--- src/cca_defs.vh ---
// constants for the two-module counter array: register addresses,
// control bit positions and reset values
// assumes inclusion by the single design file of the block
`ifndef CCA_DEFS_VH
`define CCA_DEFS_VH

// ----------------------------------------------------------------
// register addresses on the special-function register port
// ----------------------------------------------------------------
`define CCA_ADDR_ROUTE  8'hA2
`define CCA_ADDR_CTRL   8'hD8
`define CCA_ADDR_MODE   8'hD9
`define CCA_ADDR_MM0    8'hDA
`define CCA_ADDR_MM1    8'hDB
`define CCA_ADDR_CNTL   8'hE9
`define CCA_ADDR_CNTH   8'hF9
`define CCA_ADDR_CMPL0  8'hEA
`define CCA_ADDR_CMPL1  8'hEB
`define CCA_ADDR_CMPH0  8'hFA
`define CCA_ADDR_CMPH1  8'hFB
`define CCA_ADDR_NINE0  8'hF2
`define CCA_ADDR_NINE1  8'hF3

// ----------------------------------------------------------------
// bit positions
// ----------------------------------------------------------------
`define CCA_CTRL_OVF    7
`define CCA_CTRL_RUN    6
`define CCA_MODE_IDLE   7
`define CCA_MODE_EXTCNT 1
`define CCA_MODE_OVFIE  0
`define CCA_ROUTE_RELOC 6
`define CCA_MM_CMPEN    6
`define CCA_MM_RISE     5
`define CCA_MM_FALL     4
`define CCA_MM_MATCH    3
`define CCA_MM_TOGGLE   2
`define CCA_MM_PWM      1
`define CCA_MM_IRQEN    0
`define CCA_NINE_ACT    0
`define CCA_NINE_STG    1

// ----------------------------------------------------------------
// masks and reset values
// ----------------------------------------------------------------
`define CCA_ROUTE_MASK  8'h7D
`define CCA_MODE_MASK   8'h8F
`define CCA_MM_MASK     8'h7F
`define CCA_ZERO8       8'h00
`define CCA_ZERO16      16'h0000
`define CCA_ONES16      16'hFFFF
`define CCA_LOW_WRAP    8'hFF
`define CCA_PIN_RST     1'b0

`endif

--- src/cca_counter_array.v ---
// two-module counter array: shared 16-bit counter, capture, software
// timer, toggle output and 8-bit pulse-width output per module
// assumes a cpu-side register port on the same clock, and pins that
// are asynchronous to that clock
//
// What this block does
// - relocation bit moves count and module pins
// - two modules, four selectable modes each
// - counter advances only while run bit set
// - overflow sets flag; interrupt if enabled
// - overflow flag cleared only by software
// - idle-stop bit halts counting in idle
// - module flag set by hardware, software-cleared
// - module flag interrupts only when enabled
// - toggle bit inverts pin on match
// - match bit sets flag on match
// - edge arm bits; comparator enable bit
// - mode bits decode to operating mode
// - pulse mode flags on chosen output edges, only while the interrupt enable bit is set
// - capture copies counter, sets flag
// - software timer flags on equality
// - high-speed output toggles on equality
// - pulse modules share counter frequency
// - output low while low byte below duty
// - duty reloads when low byte wraps
// - counter and compare bytes reset zero
// - software may also set overflow flag
`include "cca_defs.vh"

module cca_counter_array (
	input  wire       clock,
	input  wire       rst,
	input  wire [7:0] sfr_addr,
	input  wire       sfr_wr,
	input  wire [7:0] sfr_wdata,
	input  wire       sfr_rd,
	output reg  [7:0] sfr_rdata,
	input  wire       count_tick,
	input  wire       cpu_idle,
	output wire       irq_req,
	input  wire       ext_count_dflt,
	input  wire       ext_count_alt,
	input  wire [1:0] pin_dflt_in,
	output wire [1:0] pin_dflt_out,
	output wire [1:0] pin_dflt_oe,
	input  wire [1:0] pin_alt_in,
	output wire [1:0] pin_alt_out,
	output wire [1:0] pin_alt_oe
);

	// ----------------------------------------------------------------
	// shared state
	// ----------------------------------------------------------------
	reg  [15:0] cnt_q;
	reg  [15:0] cnt_d;
	reg         ovf_q;
	reg         run_q;
	reg  [7:0]  mode_q;
	reg  [7:0]  route_q;
	reg  [1:0]  eci_s1_q;
	reg  [1:0]  eci_s2_q;
	reg         eci_p_q;
	wire        eci_sel;
	wire [15:0] cnt_inc;
	wire        tick;
	wire        adv;
	wire        wrap_low;
	wire        reloc;
	wire        ctrl_wr;
	wire [1:0]  ccf;
	wire [1:0]  pin_out;
	wire [1:0]  pin_drv;
	wire [1:0]  mod_irq;
	wire [15:0] mm_v;
	wire [15:0] cmpl_v;
	wire [15:0] cmph_v;
	wire [3:0]  nine_v;

	assign reloc   = route_q[`CCA_ROUTE_RELOC];
	assign ctrl_wr = sfr_wr && (sfr_addr == `CCA_ADDR_CTRL);
	assign cnt_inc = cnt_q + 16'h0001;

	// ----------------------------------------------------------------
	// external count input: two flops per pin, then the route mux
	// ----------------------------------------------------------------
	// switching the route bit may show one false edge; software is expected
	// to relocate only while the counter is stopped
	always @(posedge clock or posedge rst) begin
		if (rst) begin
			eci_s1_q <= 2'b00;
			eci_s2_q <= 2'b00;
			eci_p_q  <= 1'b0;
		end else begin
			eci_s1_q <= {ext_count_alt, ext_count_dflt};
			eci_s2_q <= eci_s1_q;
			eci_p_q  <= eci_sel;
		end
	end

	// the route mux sits after the second flop, so no logic sees a raw pin
	assign eci_sel = reloc ? eci_s2_q[1] : eci_s2_q[0];

	// count source: internal tick or a rising edge on the count pin
	assign tick = mode_q[`CCA_MODE_EXTCNT] ? (eci_sel & ~eci_p_q) : count_tick;
	// run gating and idle stop
	assign adv  = run_q && tick && !(mode_q[`CCA_MODE_IDLE] && cpu_idle);
	assign wrap_low = adv && (cnt_q[7:0] == `CCA_LOW_WRAP);

	// ----------------------------------------------------------------
	// shared counter; a software write to a byte wins over the increment
	// ----------------------------------------------------------------
	always @* begin
		cnt_d = adv ? cnt_inc : cnt_q;
		if (sfr_wr && (sfr_addr == `CCA_ADDR_CNTL))
			cnt_d = {cnt_d[15:8], sfr_wdata};
		if (sfr_wr && (sfr_addr == `CCA_ADDR_CNTH))
			cnt_d = {sfr_wdata, cnt_d[7:0]};
	end

	always @(posedge clock or posedge rst) begin
		if (rst) begin
			cnt_q <= `CCA_ZERO16;
		end else begin
			cnt_q <= cnt_d;
		end
	end

	// ----------------------------------------------------------------
	// control, mode and routing registers
	// ----------------------------------------------------------------
	// overflow flag: software may write either value, overflow sets it
	// and wins over a clear in the same cycle
	always @(posedge clock or posedge rst) begin
		if (rst) begin
			ovf_q   <= 1'b0;
			run_q   <= 1'b0;
			mode_q  <= `CCA_ZERO8;
			route_q <= `CCA_ZERO8;
		end else begin
			if (ctrl_wr) begin
				ovf_q <= sfr_wdata[`CCA_CTRL_OVF];
				run_q <= sfr_wdata[`CCA_CTRL_RUN];
			end
			if (adv && (cnt_q == `CCA_ONES16))
				ovf_q <= 1'b1;
			if (sfr_wr && (sfr_addr == `CCA_ADDR_MODE))
				mode_q <= sfr_wdata & `CCA_MODE_MASK;
			if (sfr_wr && (sfr_addr == `CCA_ADDR_ROUTE))
				route_q <= sfr_wdata & `CCA_ROUTE_MASK;
		end
	end

	// one request line for overflow and both module flags
	assign irq_req = (ovf_q & mode_q[`CCA_MODE_OVFIE]) | (|mod_irq);

	// ----------------------------------------------------------------
	// per-module logic
	// ----------------------------------------------------------------
	genvar m;
	generate
		for (m = 0; m < 2; m = m + 1) begin : g_mod
			reg  [7:0] mm_q;
			reg  [7:0] cmpl_q;
			reg  [7:0] cmph_q;
			reg        nact_q;
			reg        nstg_q;
			reg        flag_q;
			reg        out_q;
			reg  [1:0] s1_q;
			reg  [1:0] s2_q;
			reg        p_q;
			wire       pin_sel;
			wire       cmp_en;
			wire       rise_arm;
			wire       fall_arm;
			wire       pwm_mode;
			wire       cap_mode;
			wire       match;
			wire       pin_rise;
			wire       pin_fall;
			wire       cap_ev;
			wire       pwm_lvl;
			wire       pwm_ev;
			wire       flag_set;

			// mode decode
			assign cmp_en   = mm_q[`CCA_MM_CMPEN];
			assign rise_arm = mm_q[`CCA_MM_RISE];
			assign fall_arm = mm_q[`CCA_MM_FALL];
			assign pwm_mode = cmp_en & mm_q[`CCA_MM_PWM];
			assign cap_mode = (rise_arm | fall_arm) & ~mm_q[`CCA_MM_MATCH]
				& ~mm_q[`CCA_MM_TOGGLE] & ~mm_q[`CCA_MM_PWM];

			// match when the counter steps onto the compare value, so a
			// stopped counter does not re-fire every clock
			assign match = cmp_en && !mm_q[`CCA_MM_PWM] && adv
				&& (cnt_inc == {cmph_q, cmpl_q});

			// each pin is synchronised on its own; the route picks one after
			assign pin_sel  = reloc ? s2_q[1] : s2_q[0];
			assign pin_rise = pin_sel & ~p_q;
			assign pin_fall = ~pin_sel & p_q;
			assign cap_ev   = cap_mode && ((rise_arm && pin_rise)
				|| (fall_arm && pin_fall));

			// pulse level: low while low byte is below the nine-bit duty
			assign pwm_lvl = ({1'b0, cnt_q[7:0]} >= {nact_q, cmpl_q});
			assign pwm_ev  = pwm_mode && mm_q[`CCA_MM_IRQEN]
				&& ((rise_arm && pwm_lvl && !out_q)
				|| (fall_arm && !pwm_lvl && out_q));

			assign flag_set = cap_ev || pwm_ev
				|| (match && mm_q[`CCA_MM_MATCH]);

			always @(posedge clock or posedge rst) begin
				if (rst) begin
					s1_q <= 2'b00;
					s2_q <= 2'b00;
					p_q  <= 1'b0;
				end else begin
					s1_q <= {pin_alt_in[m], pin_dflt_in[m]};
					s2_q <= s1_q;
					p_q  <= pin_sel;
				end
			end

			// mode register and event flag; hardware set wins over clear
			always @(posedge clock or posedge rst) begin
				if (rst) begin
					mm_q   <= `CCA_ZERO8;
					flag_q <= 1'b0;
				end else begin
					if (sfr_wr && (sfr_addr == (m ? `CCA_ADDR_MM1 : `CCA_ADDR_MM0)))
						mm_q <= sfr_wdata & `CCA_MM_MASK;
					if (ctrl_wr)
						flag_q <= sfr_wdata[m];
					if (flag_set)
						flag_q <= 1'b1;
				end
			end

			// compare bytes and ninth bits; capture and reload win over writes
			always @(posedge clock or posedge rst) begin
				if (rst) begin
					cmpl_q <= `CCA_ZERO8;
					cmph_q <= `CCA_ZERO8;
					nact_q <= 1'b0;
					nstg_q <= 1'b0;
				end else begin
					if (sfr_wr && (sfr_addr == (m ? `CCA_ADDR_CMPL1 : `CCA_ADDR_CMPL0)))
						cmpl_q <= sfr_wdata;
					if (sfr_wr && (sfr_addr == (m ? `CCA_ADDR_CMPH1 : `CCA_ADDR_CMPH0)))
						cmph_q <= sfr_wdata;
					if (sfr_wr && (sfr_addr == (m ? `CCA_ADDR_NINE1 : `CCA_ADDR_NINE0))) begin
						nact_q <= sfr_wdata[`CCA_NINE_ACT];
						nstg_q <= sfr_wdata[`CCA_NINE_STG];
					end
					if (cap_ev) begin
						cmph_q <= cnt_q[15:8];
						cmpl_q <= cnt_q[7:0];
					end
					if (pwm_mode && wrap_low) begin
						cmpl_q <= cmph_q;
						nact_q <= nstg_q;
					end
				end
			end

			// pin latch: pulse level, or inversion on match in toggle mode;
			// every pulse module follows the one shared counter
			always @(posedge clock or posedge rst) begin
				if (rst) begin
					out_q <= `CCA_PIN_RST;
				end else if (pwm_mode) begin
					out_q <= pwm_lvl;
				end else if (match && mm_q[`CCA_MM_TOGGLE]) begin
					out_q <= ~out_q;
				end
			end

			assign pin_out[m] = out_q;
			assign pin_drv[m] = pwm_mode | (cmp_en & mm_q[`CCA_MM_TOGGLE]);
			assign ccf[m]     = flag_q;
			assign mod_irq[m] = flag_q & mm_q[`CCA_MM_IRQEN];
			assign mm_v[m*8 +: 8]   = mm_q;
			assign cmpl_v[m*8 +: 8] = cmpl_q;
			assign cmph_v[m*8 +: 8] = cmph_q;
			assign nine_v[m*2 +: 2] = {nstg_q, nact_q};
		end
	endgenerate

	// ----------------------------------------------------------------
	// pin routing
	// ----------------------------------------------------------------
	// the unselected pin is released, never driven
	assign pin_dflt_out = pin_out;
	assign pin_alt_out  = pin_out;
	assign pin_dflt_oe  = reloc ? 2'b00 : pin_drv;
	assign pin_alt_oe   = reloc ? pin_drv : 2'b00;

	// ----------------------------------------------------------------
	// read port: data one clock after the read strobe, unmapped reads zero
	// ----------------------------------------------------------------
	always @(posedge clock or posedge rst) begin
		if (rst) begin
			sfr_rdata <= `CCA_ZERO8;
		end else if (sfr_rd) begin
			if (sfr_addr == `CCA_ADDR_CTRL)
				sfr_rdata <= {ovf_q, run_q, 4'h0, ccf};
			else if (sfr_addr == `CCA_ADDR_MODE)
				sfr_rdata <= mode_q;
			else if (sfr_addr == `CCA_ADDR_ROUTE)
				sfr_rdata <= route_q;
			else if (sfr_addr == `CCA_ADDR_MM0)
				sfr_rdata <= mm_v[7:0];
			else if (sfr_addr == `CCA_ADDR_MM1)
				sfr_rdata <= mm_v[15:8];
			else if (sfr_addr == `CCA_ADDR_CNTL)
				sfr_rdata <= cnt_q[7:0];
			else if (sfr_addr == `CCA_ADDR_CNTH)
				sfr_rdata <= cnt_q[15:8];
			else if (sfr_addr == `CCA_ADDR_CMPL0)
				sfr_rdata <= cmpl_v[7:0];
			else if (sfr_addr == `CCA_ADDR_CMPL1)
				sfr_rdata <= cmpl_v[15:8];
			else if (sfr_addr == `CCA_ADDR_CMPH0)
				sfr_rdata <= cmph_v[7:0];
			else if (sfr_addr == `CCA_ADDR_CMPH1)
				sfr_rdata <= cmph_v[15:8];
			else if (sfr_addr == `CCA_ADDR_NINE0)
				sfr_rdata <= {6'h00, nine_v[1:0]};
			else if (sfr_addr == `CCA_ADDR_NINE1)
				sfr_rdata <= {6'h00, nine_v[3:2]};
			else
				sfr_rdata <= `CCA_ZERO8;
		end
	end

endmodule

--- config.mk ---
export PLATFORM = sky130hd
export DESIGN_NAME = cca_counter_array
export DESIGN_NICKNAME = d
export VERILOG_FILES = /design/src/cca_counter_array.v
export VERILOG_INCLUDE_DIRS = /design/src
export SDC_FILE = /design/constraint.sdc
export NUM_CORES = 1
export LEC_CHECK = 0
export BUFFER_PORTS_ARGS = -buffer_cell sky130_fd_sc_hd__buf_2
export CELL_PAD_IN_SITES_DETAIL_PLACEMENT = 1
export CELL_PAD_IN_SITES_GLOBAL_PLACEMENT = 2
export CORE_ASPECT_RATIO = 0.75
export CORE_MARGIN = 3
export CORE_UTILIZATION = 42
export CTS_BUF_LIST = sky130_fd_sc_hd__clkbuf_16
export DETAILED_ROUTE_END_ITERATION = 8
export PLACE_DENSITY = 0.95
export SLEW_MARGIN = 25
export SYNTH_ARGS = -nofsm -noshare
export SYNTH_HDL_FRONTEND = slang
export SYNTH_SLANG_ARGS = --single-unit
--- constraint.sdc ---
create_clock -name clock -period 7.2 [get_ports clock]
set_clock_uncertainty 0.1 [all_clocks]
set_input_delay 0.36 -clock clock [delete_from_list [all_inputs] [get_ports clock]]
set_output_delay 0.36 -clock clock [all_outputs]
set_load 0.01 [all_outputs]
### After elaboration in Yosys (flattened, before gate mapping)

Index checks and enable logic that the tools add are counted.

| word-level totals | value |
|---|---|
| register bits | 106 |
| bits in latches | 0 |
| memory bits (writable) | 0 |
| bits in read-only memories | 0 |
| input port bits | 28 |
| word-level logic and storage cells | 206 |
| memories | 0 |

| operators by class | value |
|---|---|
| add/sub/neg operators | 1 |
| multiply operators | 0 |
| divide/modulo/power cells | 0 |
| magnitude comparators | 2 |
| equal/unequal tests | 17 |
| shift-type cells | 0 |
| muxes and demuxes | 46 |
| bitwise logic cells | 36 |
| reduce and logical (&&, ||, !) cells | 75 |

Operator list:

| cell | count |
|---|---|
| $mux 8 | 22 |
| $eq 8x8->1 const B | 14 |
| $logic_and 1x1->1 | 48 |
| $eq 16x16->1 | 2 |
| $mux 16 | 2 |
| $and 1x1->1 | 18 |
| $ge 8x9->1 | 2 |
| $mux 1 | 18 |
| $reduce_bool 2->1 | 9 |
| $add 16x1->16 const B | 1 |
| $eq 16x16->1 const B | 1 |
| $not 1->1 | 13 |
| $logic_or 1x1->1 | 8 |
| $mux 2 | 4 |
| $logic_not 1->1 | 7 |
| $reduce_bool 3->1 | 2 |
| $or 1x1->1 | 5 |
| $reduce_or 2->1 | 1 |

### Depth between registers and ports, before layout

| depth | value |
|---|---|
| word-level depth | 14 |
| mapped depth | 10 |
| depth with buffers taken out | 9 |

### Worst setup path before layout

No wires, ideal clock.

| path | value |
|---|---|
| path kind | reg-to-reg |
| start point | register cnt_q[1] |
| end point | register g_mod[1].out_q |
| arrival time | 2657 ps |
| required time | 7018 ps |
| slack | 4361 ps |
| stages on the path, launching flop included | 10 |
| clock period less this slack | 2839 ps |
| cells stage by stage | dfrtp_1 -> ha_1 -> buf_2 -> nand4_2 -> nor4_2 -> xnor2_1 -> nor2_1 -> or4_1 -> or4_1 -> a31oi_1 |

| on the way | value |
|---|---|
| longest elaborated chain between the ends | 5 |
| elaborated cells between the ends (all ways) | 7 |

RTL lines:

| what | RTL line | RTL |
|---|---|---|
| start: declaration | cca_counter_array.v:54 | `reg [15:0] cnt_q;` |
| start signal: assignment | cca_counter_array.v:122 | `` cnt_q <= `CCA_ZERO16; `` |
| start signal: assignment | cca_counter_array.v:124 | `cnt_q <= cnt_d;` |
| $add 16x1->16 | cca_counter_array.v:81 | `assign cnt_inc = cnt_q + 16'h0001;` |
| $eq 16x16->1 | cca_counter_array.v:197 | `&& (cnt_inc == {cmph_q, cmpl_q});` |
| $logic_and 1x1->1 | cca_counter_array.v:196 | `` assign match = cmp_en && !mm_q[`CCA_MM_PWM] && adv `` |
| $logic_and 1x1->1 | cca_counter_array.v:276 | `` end else if (match && mm_q[`CCA_MM_TOGGLE]) begin `` |
| $reduce_bool 2->1 (no source line) | - |  |
| end signal: assignment | cca_counter_array.v:273 | `` out_q <= `CCA_PIN_RST; `` |
| end signal: assignment | cca_counter_array.v:275 | `out_q <= pwm_lvl;` |
| end signal: assignment | cca_counter_array.v:277 | `out_q <= ~out_q;` |
| end: declaration | cca_counter_array.v:168 | `reg out_q;` |

Parallel ways exist; a longest one is shown, timed or not.
A chain may end at the register's enable or synchronous reset.

### Final worst setup path

| path | value |
|---|---|
| start point | register cnt_q[1] |
| end point | register g_mod[1].cmpl_q[2] |

| on the way | value |
|---|---|
| longest elaborated chain between the ends | 4 |
| elaborated cells between the ends (all ways) | 5 |

RTL lines:

| what | RTL line | RTL |
|---|---|---|
| $eq 8x8->1 (no source line) (*) | - |  |
| $logic_and 1x1->1 (*) | cca_counter_array.v:107 | `` assign wrap_low = adv && (cnt_q[7:0] == `CCA_LOW_WRAP); `` |
| $logic_and 1x1->1 (*) | cca_counter_array.v:262 | `if (pwm_mode && wrap_low) begin` |
| $reduce_bool 3->1 (no source line) / $mux 8 (equally long branches) | - |  |
| end signal: assignment | cca_counter_array.v:251 | `cmpl_q <= sfr_wdata;` |
| end signal: assignment | cca_counter_array.v:260 | `cmpl_q <= cnt_q[7:0];` |
| end signal: assignment | cca_counter_array.v:263 | `cmpl_q <= cmph_q;` |
| end: declaration | cca_counter_array.v:163 | `reg [7:0] cmpl_q;` |

Every way passes the cells marked *; elsewhere a longest branch is shown, timed or not.

==> metrics.md <==
| Metric | Value |
|---|---|
| ANT nets after route | 0 |
| Pin count of the biggest net entering global routing | 73 |
| CTS Buf Count | 9 |
| Netlist cell types | 62 |
| P_int | 1010 uW |
| Final period utilization | 55.4% |
| Layout Cells excl Fill | 1011 |
| Post-synth top cells | 106 x dfrtp_1, 100 x nor2_1, 63 x a21oi_1 |
| Asr flop ratio synth | 100% |
| Chip width | 155 um |
| DIE AREA | 18200 um^2 |
| Switching Power | 547 uW |
| Util after Layout | 47.6% |
| Mapped Nets | 827 |
| Clk Latency, worst-skew pair | 0.37 ns |
| First-pass GRT wire length | 41000 um |
| Core Rows | 40 |
| Inst Count DP | 988 |
| DR iter-0 viols | 684 |
| Fin Setup TNS | 0 ns |
| Synth area leaders | dfrtp_1 38%, mux2i_1 6.9%, mux2_2 6.1% |
| Layout cells sized above 1 | 14.7% |
| Final GP Congestion | 1.01 |
| DRC viols | 0 |
| Vias | 6379 |
| Comb pwr share | 18.1% |
| DR pass1 iterations | 6 |
| Slew Viols, Final | 0 |
| Die Y | 118 um |
| Pre-CTS WS | 3.34 ns |
| Syn Std Cell Area | 6970 um^2 |
| IO Pins | 45 |
| Top_reg_cell synth | dfrtp_1 |
| Worst Path Arrival | 4.13 ns |
| Clock power frac | 34.8% |
| Final WL | 27200 um |
| Most common cell in the netlist | dfrtp_1 |
| Port bufs | 44 |
| Critical path class | reg2reg |
| Final hold violations | 0 |
| Static Leak | 0.00328 uW |
| Core Box Area | 16100 um^2 |
| Vias in the first global route | 6533 |
| Avg Cell Area, Syn | 8.91 um^2 |
| Final setup margin | 3.21 ns |
| Root buf cell | clkbuf_16 |
| Post-DR wirelength/cell | 26.9 um |
| RSZ-0062 raised after global routing | false |
| Clock period minus worst slack | 3.99 ns |
| Worst Max-Slew Pin Slew | 1.05 ns |
| Sw Share | 35.2% |
| H-Tree Depth | 3 |
| Area share of the largest cell type after synthesis | 38.1% |
| Post-synthesis register bit count | 106 |
| Max-Cap Viols | 0 |
| Worst Path Max Fanout | 19 |
| CTS Buffer Depth | 2 |
| Synth area leader | dfrtp_1 |
| Pwr Total | 1550 uW |
| Worst Setup End Kind | register |
| Max VDD drop | 0.133 mV |
| F_max | 251 MHz |
| Global route total overflow | 0 |
| Worst-path clk slew | 0.09 ns |
| DPL Wire Length | 20100 um |
| Slew headroom | 30.0% |
| CTS tree | built |
| Worst hold path class | reg2reg |
| EDFF count, synth | 0 |
| CP Data Required Time | 7.35 ns |
| Flop pwr share | 47.1% |
| Startpoint Class | register |
| Mapped Cells | 782 |
| Final layout net count | 841 |
| Seq/Total Area, Yosys | 38.1% |
| CTS sink cnt | 106 |
| Total number of yosys warnings | 0 |
| Area grow syn2layout | 9.94% |
| DR vias/cell | 6.31 |
| Gr usage total | 29.9% |
| Initial Utilization | 43.3% |
| Initial antenna violation count | 0 |
| Final setup violating endpoints | 0 |
| Power Dens Cells | 203 nW/um^2 |
| Ant diodes | 0 |
| Outcome | completed |
sequential cells by signal, summed over array words and instances, names as in the netlist, 5 cells and up:
name	count
cnt_q	16
g_mod.cmph_q	16
g_mod.cmpl_q	16
g_mod.mm_q	14
mode_q	5
route_q	6
sfr_rdata	8
repair_timing:
action,4_1_cts,5_1_grt
endpoints found under the hold margin,40,0
endpoints found under the setup margin,0,0
resized for setup,0,0
hold buffers,7,0
buffers inserted,0,0
per-layer routing:
| layer | global-route usage (%) | share of wire, % |
|---|---|---|
| met5 | 0 | 0 |
| met4 | 6.78 | 1.7 |
| met3 | 9.37 | 9.7 |
| met2 | 43.2 | 43 |
| met1 | 43.7 | 45 |
final cells by class:
type                    count  area [um^2]
repair buffers             59          350
clock inverters             7         93.8
fillers                  1863         8450
well taps                 210          263
inverters                  38          145
multi-input cells         582         3930
flip-flops and latches    106         2650
clock buffers               9          225
layout by cell type (no fill, tap or decap), types with 8 or more instances in the layout:
| cell | count |
|---|---|
| buf_2 | 44 |
| mux2i_1 | 48 |
| buf_4 | 8 |
| xnor2_1 | 36 |
| nor2_1 | 100 |
| nand2_1 | 50 |
| xor2_1 | 19 |
| ha_1 | 17 |
| clkbuf_16 | 9 |
| a21oi_1 | 63 |
| a211oi_1 | 8 |
| nand3_1 | 23 |
| o21ai_0 | 32 |
| mux2_2 | 38 |
| inv_1 | 37 |
| nor3_1 | 19 |
| nand2b_1 | 8 |
| dfrtp_1 | 106 |
worst paths after layout:
kind,start,to,slack (ns),cells after the start
max,cnt_q[1]$_DFFE_PP0P_,g_mod[1].cmpl_q[2]$_DFFE_PP0P_,3.21,6
min,eci_s1_q[0]$_DFF_PP0_,eci_s2_q[0]$_DFF_PP0_,0.26,0
max reg2reg,cnt_q[1]$_DFFE_PP0P_,g_mod[1].cmpl_q[2]$_DFFE_PP0P_,3.21,6
min reg2reg,eci_s1_q[0]$_DFF_PP0_,eci_s2_q[0]$_DFF_PP0_,0.26,0
max in group asynchronous,rst,g_mod[1].s2_q[0]$_DFF_PP0_,5.24,4
min in group asynchronous,rst,cnt_q[10]$_DFFE_PP0P_,0.44,3
critical path: stages, from the launching register on:
cell,delay [ns]
dfrtp_1,0.61
ha_1,0.47
nand4_2,0.29
nor2_1,0.59
nand4_1,0.68
o211ai_1,0.68
mux2_2,0.42
cell families after synthesis:
family,after synthesis,synth area share (%)
AO/OA/AOI/OAI,176,16.1
XOR/XNOR,55,6.91
adder cells (fa/ha/maj),17,3.05
buffers and inverters,94,5.51
flip-flops,106,38.1
multiplexers,87,13.2
AND/OR/NAND/NOR,247,17.2
power by group through the flow:
stage / logic, uW / registers, uW / clock network (uW)
after global routing: 306 / 736 / 564
after detailed placement: 272 / 737 / 0
after floorplan: 225 / 674 / 0
final: 282 / 731 / 541
after CTS: 277 / 726 / 544
after global placement: 262 / 731 / 0
stage by stage:
stage,instance area [um^2],hold WS [ns]
floorplan,6970,0.231
global placement,7270,0.232
detailed placement,7270,0.241
CTS,7660,0.258
global route,7660,0.263
finish,7660,0.260
Note: power is estimated with default switching activity, not from simulation.
